### config.mk
export PLATFORM = sky130hd
export DESIGN_NAME = apmc_top
export DESIGN_NICKNAME = d
export VERILOG_FILES = /design/src/core/apmc_pkg.sv /design/src/core/apmc_rate_div.sv /design/src/core/apmc_top.sv
export VERILOG_INCLUDE_DIRS = /design/src /design/src/core
export SDC_FILE = /design/constraint.sdc
export NUM_CORES = 1
export LEC_CHECK = 0
export BUFFER_PORTS_ARGS = -buffer_cell sky130_fd_sc_hd__buf_2
export CAP_MARGIN = 10
export CORE_UTILIZATION = 60
export CTS_BUF_LIST = sky130_fd_sc_hd__clkbuf_2
export CTS_CLUSTER_SIZE = 12
export DETAILED_ROUTE_END_ITERATION = 10
export HOLD_SLACK_MARGIN = 0.08
export PLACE_DENSITY = 0.8
export SYNTH_ARGS = -nofsm -noshare
export SYNTH_HDL_FRONTEND = slang
export SYNTH_SLANG_ARGS = --single-unit
export TNS_END_PERCENT = 100
### constraint.sdc
create_clock -name clk -period 9.3 [get_ports clk]
set_input_delay 0.465 -clock clk [delete_from_list [all_inputs] [get_ports clk]]
set_output_delay 0.465 -clock clk [all_outputs]
set_load 0.05 [all_outputs]
### src/core/apmc_cfg.svh
`ifndef APMC_CFG_SVH
`define APMC_CFG_SVH

// register map, 6-bit address space of the serial register port
`define APMC_ADDR_INACT_THRESH   6'h25
`define APMC_ADDR_INACT_DUR      6'h26
`define APMC_ADDR_RATE_SELECT    6'h2C
`define APMC_ADDR_POWER_CONTROL  6'h2D

// reset values
`define APMC_RST_INACT_THRESH    8'h00
`define APMC_RST_INACT_DUR       8'h00
`define APMC_RST_RATE_SELECT     8'h0A
`define APMC_RST_POWER_CONTROL   8'h00

// field positions
`define APMC_BIT_LOW_POWER       4
`define APMC_RATE_LSB            0
`define APMC_RATE_MSB            3
`define APMC_BIT_LINK            5
`define APMC_BIT_AUTO_SLEEP      4
`define APMC_BIT_MEASURE         3
`define APMC_BIT_SLEEP_STATE     2

// timing: clock rate and base sample rate, both in hertz
`define APMC_CLK_HZ              32'h0131_2D00
`define APMC_BASE_HZ             32'h0000_0C80
// rate code of the fastest output rate, the base rate
`define APMC_TOP_CODE            4'hF
// sleep divider shift: base rate / 2^9, below 8 Hz
`define APMC_SLEEP_SHIFT         4'h9
// reduced-power window of rate codes
`define APMC_LP_CODE_MIN         4'h7
`define APMC_LP_CODE_MAX         4'hC

`endif

### src/core/apmc_pkg.sv
`include "apmc_cfg.svh"

package apmc_pkg;

    // power states of the sensor core
    typedef enum logic [1:0] {
        APMC_STANDBY,
        APMC_MEASURE,
        APMC_SLEEP
    } apmc_state_t;

    // divider shift that turns the base rate into the coded output rate
    function automatic logic [3:0] apmc_rate_shift(input logic [3:0] code);
        apmc_rate_shift = `APMC_TOP_CODE - code;
    endfunction

    // codes for which reduced-power sampling pays off
    function automatic logic apmc_lp_code(input logic [3:0] code);
        apmc_lp_code = (code >= `APMC_LP_CODE_MIN) && (code <= `APMC_LP_CODE_MAX);
    endfunction

endpackage

### src/core/apmc_rate_div.sv
// divides the base sample tick by 2^shift; restarts whenever run drops
module apmc_rate_div (
    input  wire logic       clk,
    input  wire logic       arst_n,
    input  wire logic       ce,
    input  wire logic       run,
    input  wire logic       base_tick,
    input  wire logic [3:0] shift,
    output logic            tick
);

    logic [15:0] cnt;    // base ticks seen in this period
    wire  [15:0] limit;  // last count of the period

    assign limit = (16'h0001 << shift) - 16'h0001;

    // count base ticks, emit one pulse per period
    always_ff @(posedge clk or negedge arst_n) begin
        if (!arst_n) begin
            cnt  <= 16'h0000;
            tick <= 1'b0;
        end else if (ce) begin
            if (!run) begin
                cnt  <= 16'h0000;
                tick <= 1'b0;
            end else if (base_tick) begin
                // a shift change mid-period may overrun the limit; >= recovers
                cnt  <= (cnt >= limit) ? 16'h0000 : cnt + 16'h0001;
                tick <= (cnt >= limit);
            end else begin
                tick <= 1'b0;
            end
        end
    end

endmodule

### src/core/apmc_top.sv
`include "apmc_cfg.svh"

module apmc_top
    import apmc_pkg::*;
#(
    parameter int BASE_DIV      = `APMC_CLK_HZ / `APMC_BASE_HZ,  // clocks per base tick
    parameter int TICKS_PER_SEC = `APMC_BASE_HZ                  // base ticks per second
) (
    input  wire logic       clk,
    input  wire logic       arst_n,
    input  wire logic       ce,
    input  wire logic       reg_wr,
    input  wire logic       reg_rd,
    input  wire logic [5:0] reg_addr,
    input  wire logic [7:0] reg_wdata,
    input  wire logic       sample_valid,
    input  wire logic [7:0] sample_mag_x,
    input  wire logic [7:0] sample_mag_y,
    input  wire logic [7:0] sample_mag_z,
    output logic [7:0]      reg_rdata,
    output logic            reg_rvalid,
    output logic            sensing_on,
    output logic            asleep,
    output logic            low_power_active,
    output logic            sample_req,
    output logic            store_write_en
);

    // register file
    // four byte-wide registers; only host writes change them, so a
    // power-state move can never disturb the stored configuration
    logic [7:0]  inactivity_threshold;  // no-activity level
    logic [7:0]  inactivity_duration;   // seconds of quiet before sleep
    logic [7:0]  rate_select;           // reduced-power bit and rate code
    logic [7:0]  power_control;         // link, auto-sleep, measure bits

    // address decode, one select per register
    wire         sel_thresh;
    wire         sel_dur;
    wire         sel_rate;
    wire         sel_power;
    assign sel_thresh = (reg_addr == `APMC_ADDR_INACT_THRESH);
    assign sel_dur    = (reg_addr == `APMC_ADDR_INACT_DUR);
    assign sel_rate   = (reg_addr == `APMC_ADDR_RATE_SELECT);
    assign sel_power  = (reg_addr == `APMC_ADDR_POWER_CONTROL);

    // field views of the control registers
    wire         measure_bit;
    wire         auto_sleep_bit;
    wire         link_bit;
    wire         low_power_bit;
    wire  [3:0]  rate_code;
    assign measure_bit    = power_control[`APMC_BIT_MEASURE];
    assign auto_sleep_bit = power_control[`APMC_BIT_AUTO_SLEEP];
    assign link_bit       = power_control[`APMC_BIT_LINK];
    assign low_power_bit  = rate_select[`APMC_BIT_LOW_POWER];
    assign rate_code      = rate_select[`APMC_RATE_MSB:`APMC_RATE_LSB];

    // state register of the power sequencer
    apmc_state_t state;
    apmc_state_t next_state;

    // power_control reads back the written bits, with the sleep flag
    // showing the live state; the flag is status only, not storage
    wire  [7:0]  power_view;
    assign power_view = (state == APMC_SLEEP)
                      ? (power_control | (8'h01 << `APMC_BIT_SLEEP_STATE))
                      : (power_control & ~(8'h01 << `APMC_BIT_SLEEP_STATE));

    // read mux; unmapped addresses read as zero
    wire  [7:0]  read_mux;
    assign read_mux = sel_thresh ? inactivity_threshold :
                      sel_dur    ? inactivity_duration  :
                      sel_rate   ? rate_select          :
                      sel_power  ? power_view           : 8'h00;

    // register writes; no state is checked, so standby and sleep both
    // accept configuration, and only software ever changes these bits
    always_ff @(posedge clk or negedge arst_n) begin
        if (!arst_n) begin
            inactivity_threshold <= `APMC_RST_INACT_THRESH;
            inactivity_duration  <= `APMC_RST_INACT_DUR;
            rate_select          <= `APMC_RST_RATE_SELECT;
            power_control        <= `APMC_RST_POWER_CONTROL;
        end else if (ce && reg_wr) begin
            if (sel_thresh) begin
                inactivity_threshold <= reg_wdata;
            end
            if (sel_dur) begin
                inactivity_duration <= reg_wdata;
            end
            if (sel_rate) begin
                rate_select <= reg_wdata;
            end
            if (sel_power) begin
                // the sleep flag position is status; keep it clear here
                power_control <= reg_wdata & ~(8'h01 << `APMC_BIT_SLEEP_STATE);
            end
        end
    end

    // read data, registered one cycle after the strobe
    // reg_rdata holds between reads so a slow host can sample late
    always_ff @(posedge clk or negedge arst_n) begin
        if (!arst_n) begin
            reg_rdata  <= 8'h00;
            reg_rvalid <= 1'b0;
        end else if (ce) begin
            reg_rvalid <= reg_rd;
            if (reg_rd) begin
                reg_rdata <= read_mux;
            end
        end
    end

    // base sample clock and output-rate divider
    // the prescaler makes the base rate, the divider picks one tick
    // in every power-of-two block of base ticks for the output rate
    logic [15:0] base_cnt;   // clocks within one base tick
    logic        base_tick;  // one pulse per base period
    wire         running;    // sensing core powered
    assign running = (state != APMC_STANDBY);

    // the prescaler halts in standby: nothing ticks, nothing sampled
    // and it restarts from zero, so the first tick is a full period late
    always_ff @(posedge clk or negedge arst_n) begin
        if (!arst_n) begin
            base_cnt  <= 16'h0000;
            base_tick <= 1'b0;
        end else if (ce) begin
            if (!running) begin
                base_cnt  <= 16'h0000;
                base_tick <= 1'b0;
            end else begin
                base_tick <= (base_cnt == 16'(BASE_DIV - 1));
                base_cnt  <= (base_cnt == 16'(BASE_DIV - 1)) ? 16'h0000 : base_cnt + 16'h0001;
            end
        end
    end

    // divider shift: coded rate while measuring, slow rate while asleep
    wire  [3:0]  div_shift;
    assign div_shift = (state == APMC_SLEEP) ? `APMC_SLEEP_SHIFT
                                             : apmc_rate_shift(rate_code);

    // the divider restarts together with the prescaler when the core stops
    wire         rate_tick;  // one pulse per output sample
    apmc_rate_div u_rate_div (
        .clk       (clk),
        .arst_n    (arst_n),
        .ce        (ce),
        .run       (running),
        .base_tick (base_tick),
        .shift     (div_shift),
        .tick      (rate_tick)
    );

    // reduced power only takes effect on codes where it saves anything;
    // elsewhere the front end runs its normal internal sampling rate;
    // it follows next_state so it drops in the same cycle as sensing_on
    // and never shows together with the sleep flag
    wire         lp_effective;
    assign lp_effective = low_power_bit && apmc_lp_code(rate_code)
                        && (next_state == APMC_MEASURE);

    // inactivity detection
    // quiet time is counted in base ticks, so it stays exact in whole
    // seconds only while the base rate matches TICKS_PER_SEC
    // samples offered in standby are ignored outright
    wire         sample_take;  // a sample arrives while sensing
    wire         activity;     // any axis at or above the threshold
    assign sample_take = sample_valid && running;
    assign activity    = (sample_mag_x >= inactivity_threshold)
                      || (sample_mag_y >= inactivity_threshold)
                      || (sample_mag_z >= inactivity_threshold);

    // armed only with both enables while measuring
    // sleep itself is not armed, so the quiet counters clear there
    wire         armed;
    assign armed = auto_sleep_bit && link_bit && (state == APMC_MEASURE);

    logic [15:0] sec_frac;    // base ticks within the current second
    logic [7:0]  quiet_secs;  // whole quiet seconds, saturating
    logic        quiet_seen;  // at least one quiet sample since activity
    wire         sec_wrap;
    assign sec_wrap = base_tick && (sec_frac == 16'(TICKS_PER_SEC - 1));

    // quiet-time counter; any active sample restarts it from zero
    // counting is in base ticks, which only run while sensing
    always_ff @(posedge clk or negedge arst_n) begin
        if (!arst_n) begin
            sec_frac   <= 16'h0000;
            quiet_secs <= 8'h00;
            quiet_seen <= 1'b0;
        end else if (ce) begin
            if (!armed || (sample_take && activity)) begin
                sec_frac   <= 16'h0000;
                quiet_secs <= 8'h00;
                quiet_seen <= 1'b0;
            end else begin
                if (sample_take) begin
                    quiet_seen <= 1'b1;
                end
                if (base_tick) begin
                    sec_frac <= sec_wrap ? 16'h0000 : sec_frac + 16'h0001;
                end
                // saturate so a long quiet spell cannot wrap to zero
                if (sec_wrap && (quiet_secs != 8'hFF)) begin
                    quiet_secs <= quiet_secs + 8'h01;
                end
            end
        end
    end

    // a zero duration sleeps right after the first quiet sample
    wire         quiet_done;  // quiet for the full programmed duration
    assign quiet_done = armed && quiet_seen && (quiet_secs >= inactivity_duration);

    // in sleep, an active sample wakes the core while link holds;
    // clearing either enable also wakes it, in the sequencer below
    wire         wake;
    assign wake = sample_take && activity && link_bit;

    // power-state sequencer
    // three states; standby is both the reset state and the safe
    // fallback for an illegal code
    // next state; clearing measure wins over every other cause
    // sleep returns to measure on wake or when auto-sleep is disarmed
    always_comb begin
        next_state = state;
        case (state)
            APMC_STANDBY: begin
                if (measure_bit) begin
                    next_state = APMC_MEASURE;
                end
            end
            APMC_MEASURE: begin
                if (!measure_bit) begin
                    next_state = APMC_STANDBY;
                end else if (quiet_done) begin
                    next_state = APMC_SLEEP;
                end
            end
            APMC_SLEEP: begin
                if (!measure_bit) begin
                    next_state = APMC_STANDBY;
                end else if (wake || !(auto_sleep_bit && link_bit)) begin
                    next_state = APMC_MEASURE;
                end
            end
            default: begin
                next_state = APMC_STANDBY;
            end
        endcase
    end

    // state register; reset is the supply-up entry into standby
    // ce low holds the state, as it holds every other flop
    always_ff @(posedge clk or negedge arst_n) begin
        if (!arst_n) begin
            state <= APMC_STANDBY;
        end else if (ce) begin
            state <= next_state;
        end
    end

    // registered outputs
    // mode outputs follow next_state so all of them change together,
    // one cycle after the write that causes the change
    // the store write strobe only follows accepted samples, so standby
    // freezes the sample store rather than flushing it
    // store_write_en is the only path by which the store is written
    always_ff @(posedge clk or negedge arst_n) begin
        if (!arst_n) begin
            sensing_on       <= 1'b0;
            asleep           <= 1'b0;
            low_power_active <= 1'b0;
            sample_req       <= 1'b0;
            store_write_en   <= 1'b0;
        end else if (ce) begin
            sensing_on       <= (next_state != APMC_STANDBY);
            asleep           <= (next_state == APMC_SLEEP);
            low_power_active <= lp_effective;
            sample_req       <= rate_tick && running;
            store_write_en   <= sample_take;
        end
    end

endmodule

Word level (Yosys, flattened, before mapping)
Index checks and enable logic that the tools add are counted.
{"block": "op_classes", "reduce_logical": 35, "eq_ne": 12, "shift": 1, "add_sub_neg": 6, "muxes": 27, "n_lt_le_gt_ge": 7}
{"op": "16-bit two-way mux", "n": 8}
{"op": "16-bit by 1-bit adder with 16-bit output, second input constant", "n": 3}
{"op": "8-bit two-way mux", "n": 6}
{"op": "8-bit >= comparator", "n": 4}
{"op": "6-bit equality test, second input constant", "n": 4}
{"op": "2-bit AND reduction", "n": 9}
{"op": "16-bit by 12-bit equality test with 1-bit output, second input constant", "n": 1}
{"op": "16-bit by 13-bit equality test with 1-bit output, second input constant", "n": 1}
{"op": "16-bit >= comparator", "n": 1}
{"op": "1-bit by 4-bit << shifter with 16-bit output, first input constant", "n": 1}
{"op": "16-bit by 1-bit subtractor with 16-bit output, second input constant", "n": 1}
{"op": "1-bit logical AND", "n": 14}
{"op": "2-bit two-way mux", "n": 5}
{"op": "2-bit nonzero test", "n": 5}
{"op": "8-bit by 1-bit adder with 8-bit output, second input constant", "n": 1}
{"op": "8-bit inequality test, second input constant", "n": 1}
{"op": "2-bit one-hot mux with 3 select lines", "n": 1}
{"op": "1-bit two-way mux", "n": 5}
{"op": "2-bit by 1-bit equality test with 1-bit output, second input constant", "n": 2}
{"op": "2-bit equality test, second input constant", "n": 2}
{"op": "4-bit by 3-bit >= comparator with 1-bit output, second input constant", "n": 1}
{"op": "4-bit <= comparator, second input constant", "n": 1}
{"op": "1-bit logical OR", "n": 4}
{"op": "4-bit two-way mux", "n": 1}
{"op": "other kinds (5)", "n": 6}
{"block": "word_totals", "output_inout_bits": 14, "input_bits": 44, "regBits": 106}

Longest topological paths before layout
{"block": "logic_depth", "depth_word": 11, "mapped_depth": 22, "depth_no_buf": 17}

Cells and area by module
Synthesis repeated with hierarchy kept, for this count alone.
{"block": "unflattened", "cells_unflattened": 717, "hier_area_um2": 6646.4}
{"mod": "apmc_top", "instances": 1, "area_per_inst_um2": 5108.6, "cells_each": 533}
{"mod": "apmc_rate_div", "instances": 1, "area_per_inst_um2": 1537.7, "cells_each": 184}

Least setup slack after synthesis
OpenSTA, ideal clock, no wires.
{"block": "synth_path", "kind": "reg2reg", "from": "register state[1]", "to": "register u_rate_div.cnt[14]", "stages_incl_launch_ff": 21, "arrival_time_ns": 3.907, "required_time_ns": 9.221, "slack_ns": 5.313, "setup_ns": 0.079, "path_cell_list": "dfrtp_1 > clkbuf_1 > nand2b_1 > clkbuf_1 > and3_1 > nand3_1 > ha_1 > clkbuf_1 > nor2_1 > a21oi_1 > nor3_1 > a21oi_1 > ha_1 > and3_1 > a2111oi_0 > o21ai_0 > a21oi_1 > clkbuf_1 > buf_2 > nand4_1 > mux2i_1"}
{"block": "synth_via", "elab_chain_len": 8, "elab_cells_between_ends": 11}
{"element": "from (decl)", "line_no": "apmc_top.sv:60", "source": "apmc_state_t state;"}
{"element": "from (signal assigned)", "line_no": "apmc_top.sv:263", "source": "state <= next_state;"}
{"element": "2-bit equality test", "line_no": "apmc_top.sv:143", "source": "assign div_shift = (state == APMC_SLEEP) ? `APMC_SLEEP_SHIFT"}
{"element": "4-bit two-way mux", "line_no": "apmc_top.sv:143"}
{"element": "1-bit by 4-bit << shifter with 16-bit output", "line_no": "apmc_rate_div.sv:15", "source": "assign limit = (16'h0001 << shift) - 16'h0001;"}
{"element": "16-bit by 1-bit subtractor with 16-bit output", "line_no": "apmc_rate_div.sv:15"}
{"element": "16-bit >= comparator", "line_no": "apmc_rate_div.sv:28", "source": "cnt <= (cnt >= limit) ? 16'h0000 : cnt + 16'h0001;"}
{"element": "16-bit two-way mux", "line_no": "apmc_rate_div.sv:28"}
{"element": "16-bit two-way mux", "line_no": "apmc_rate_div.sv:26", "source": "end else if (base_tick) begin"}
{"element": "16-bit two-way mux", "line_no": "apmc_rate_div.sv:23", "source": "if (!run) begin"}
{"element": "to (signal assigned)", "line_no": "apmc_rate_div.sv:28"}
{"element": "to (decl)", "line_no": "apmc_rate_div.sv:12", "source": "logic [15:0] cnt;"}
Several ways; a longest one is shown, not always the timed one. The select of a mux whose other input is x is not followed.
A chain may end at the register's enable or synchronous reset.

Worst setup path in the final report
{"block": "layout_path", "from": "register state[0]", "to": "register u_rate_div.cnt[5]"}
The elaborated chain is that of the path after synthesis.

==> metrics.txt <==
Hold Crit Class=input pin to flip-flop; DR DRC count=0; Total Wirelength=14800 um; DP Wirelength=10700 um; max-slew violations=0; vias=5577; RSZ-0062 raised after global routing=no; Clk pin slew, worst setup/hold paths=260 ps; register area share after synthesis=0.411; Die H=106 um; Arrival @ worst endpoint=5290 ps; synthesized instance count=709; Internal Power=0.601 mW; Worst Path Required=9840 ps; clk_lat worst skew=600 ps; top-count cell post-synth=dfrtp_1; vias per std cell=6.27; Max Clk Rate=0.210 GHz; IO buf count=57; Setup Viol. Count Final=0; worst clock skew=22.4 ps; Mapped Area=6460 um^2; number of global-route vias before repair=5441; final global-route overflow total=0; syn_area_per_cell=9.12 um^2; CP startpoint kind=flip-flop; post-synthesis register bit count=106; largest net degree at the start of global routing=60; initial antenna violation count=0; final core utilization=0.670; Period minus WS final=4760 ps; CTS tree=yes; PwrDens=125 nW/um^2; n_diodes=0; Area contributors post-synth=dfrtp_1, ha_1, nand2_1, a31oi_1, nand3_1; Post-Syn Nets=807; status=finished, final reports clean; Layout area overhead=7.49%; share of power burned in registers=0.577; largest area contributor in the netlist=dfrtp_1; Routed Antenna Nets=0; maximum vdd drop=0.0665 mV; leakage=3.36 nW; CP endpoint kind=flip-flop; core footprint=10400 um^2; postcts setup bufs=0; iteration-0 DRC count of the detailed router=407; fillers=868; number of library cell types mapped by synthesis=55; fraction of registers with async set/reset=1.00; Root Buffer=clkbuf_2; setup TNS=0 ps; initial core utilization=0.623; GP Congestion=0.825; CTS sink cnt=106; die span in x=106 um; Syn. warnings=0; sw frac=0.308; routed length per instance=16.6 um; Psw=0.268 mW; max capacitance violation total=0; largest fanout on the critical path=30; clock power share=0.250; CTS buffer count=9; CTS Buffer Depth=2; Top FF cell, synth=dfrtp_1; top cells by count, synth=dfrtp_1, nand2_1, ha_1; I/O pins=58; # rows=37; drt pass-1 iters=6; Combinational Power Share=0.173; share of cells above drive strength 1=0.138; Rel. slew slack=0.239; post-synth top area share=0.403; Tightest Pin Transition=1140 ps; nets=847; gr usage total=0.284; H-Tree Depth=3; first-pass GRT wire length=25400 um; crit path kind=flip-flop to flip-flop; Final Hold Fails=0; die area=11200 um^2; final worst path period share=0.511; EDFF count, synth=0
[registers in the layout, indices dropped and copies added (netlist names), 2 cells and up]
signal                cells
base_cnt                 16
inactivity_duration       8
inactivity_threshold      8
power_control             7
quiet_secs                8
rate_select               8
reg_rdata                 8
sec_frac                 16
state                     2
u_rate_div.cnt           16
[power by group through the flow]
stage / logic [mW] / registers (mW) / clock network (mW)
final: 0.151 / 0.501 / 0.217
after global routing: 0.171 / 0.504 / 0.236
after CTS: 0.151 / 0.501 / 0.218
after detailed placement: 0.149 / 0.508 / 0
after global placement: 0.140 / 0.507 / 0
after floorplan: 0.0980 / 0.505 / 0
[cells by family (layout without fill, tap and decap cells)]
family | Yosys count | in the layout | share of synthesized area
muxes | 19 | 19 | 0.0325
buffers and inverters | 72 | 117 | 0.0430
DFF | 106 | 106 | 0.411
other | 1 | 1 | 0.000580
and+or+nand+nor | 263 | 263 | 0.207
xor gates and xnor gates | 16 | 16 | 0.0217
AOI/OAI and AO/OA | 178 | 178 | 0.180
adders and majority gates | 54 | 54 | 0.105
[metal layers]
metal  up-vias  part of all wire  GRT usage
li1       2688                 -          -
met1      2706              0.45      0.373
met2       151              0.48      0.472
met3        32             0.050     0.0421
met4         0             0.020      0.110
met5         -                 0          0
[worst max-delay path, cell delays in order, from the launching register on]
cell and delay [ps]:
dfrtp_1 550, nand2b_1 340, and3_1 280, nand3_1 120
ha_1 340, nor2_1 260, a21oi_1 110, nor3_1 150
a21oi_1 60, ha_1 300, and3_1 180, a2111oi_0 380
o21ai_0 210, a21oi_2 930, o21ai_0 240, a31oi_1 230
[final cells by class]
type                    count  area (um^2)  area share
well taps                 136          170      0.0245
multi-input cells         531         3540       0.510
repair buffers             62          330      0.0475
clock buffers              13         65.1     0.00936
flip-flops and latches    106         2660       0.382
inverters                  39          146      0.0211
clock inverters             3         40.0     0.00576
[metrics by stage]
stage                     setup slack, ps  std cells  hold WS, ps  cell area (um^2)  power, mW
after floorplan                      5310        709          169              6460      0.604
after global placement               4940        872          454              6820      0.647
after detailed placement             4660        872          463              6820      0.658
after CTS                            4580        890         86.2              6950      0.869
after global routing                 4050        890         80.9              6950      0.911
final                                4540        890         98.5              6950      0.869
[what timing repair did]
action | in CTS | in global routing
endpoints found under the hold margin | 48 | 0
hold buffers | 2 | 0
resized for setup | 0 | 0
endpoints found under the setup margin | 0 | 0
[layout by cell type, fill, tap and decap left out, types with 3 or more instances in the layout]
| master | count |
|---|---|
| a21o_1 | 15 |
| a21oi_1 | 36 |
| a221o_1 | 3 |
| a222oi_1 | 8 |
| a22o_1 | 6 |
| a31oi_1 | 37 |
| a41oi_1 | 3 |
| and3_1 | 29 |
| buf_2 | 56 |
| buf_4 | 4 |
| clkbuf_2 | 13 |
| dfrtp_1 | 104 |
| ha_1 | 54 |
| inv_1 | 38 |
| mux2_2 | 16 |
| mux2i_1 | 3 |
| nand2_1 | 66 |
| nand2b_1 | 15 |
| nand3_1 | 45 |
| nand3b_1 | 4 |
| nand4_1 | 19 |
| nand4b_1 | 3 |
| nor2_1 | 41 |
| nor2b_1 | 9 |
| nor3_1 | 14 |
| nor4_1 | 5 |
| o211ai_1 | 3 |
| o21a_1 | 3 |
| o21ai_0 | 40 |
| o21ai_1 | 4 |
| o31ai_1 | 3 |
| or2_2 | 4 |
| xnor2_1 | 4 |
| xor2_1 | 12 |
[path summary, 6_finish.rpt]
check                                           to  slack [ps]         start  cells past startpoint
setup / recovery                 u_rate_div.cnt[5]        4540      state[0]                     15
hold / removal             inactivity_threshold[2]         100  reg_wdata[2]                      3
setup reg to reg                 u_rate_div.cnt[5]        4540      state[0]                     15
hold reg to reg                       reg_rdata[2]         510  reg_rdata[2]                      1
max in group asynchronous                 state[1]        7770        arst_n                      3
min in group asynchronous  inactivity_threshold[7]         360        arst_n                      2
(Power assumes the default switching activity.)
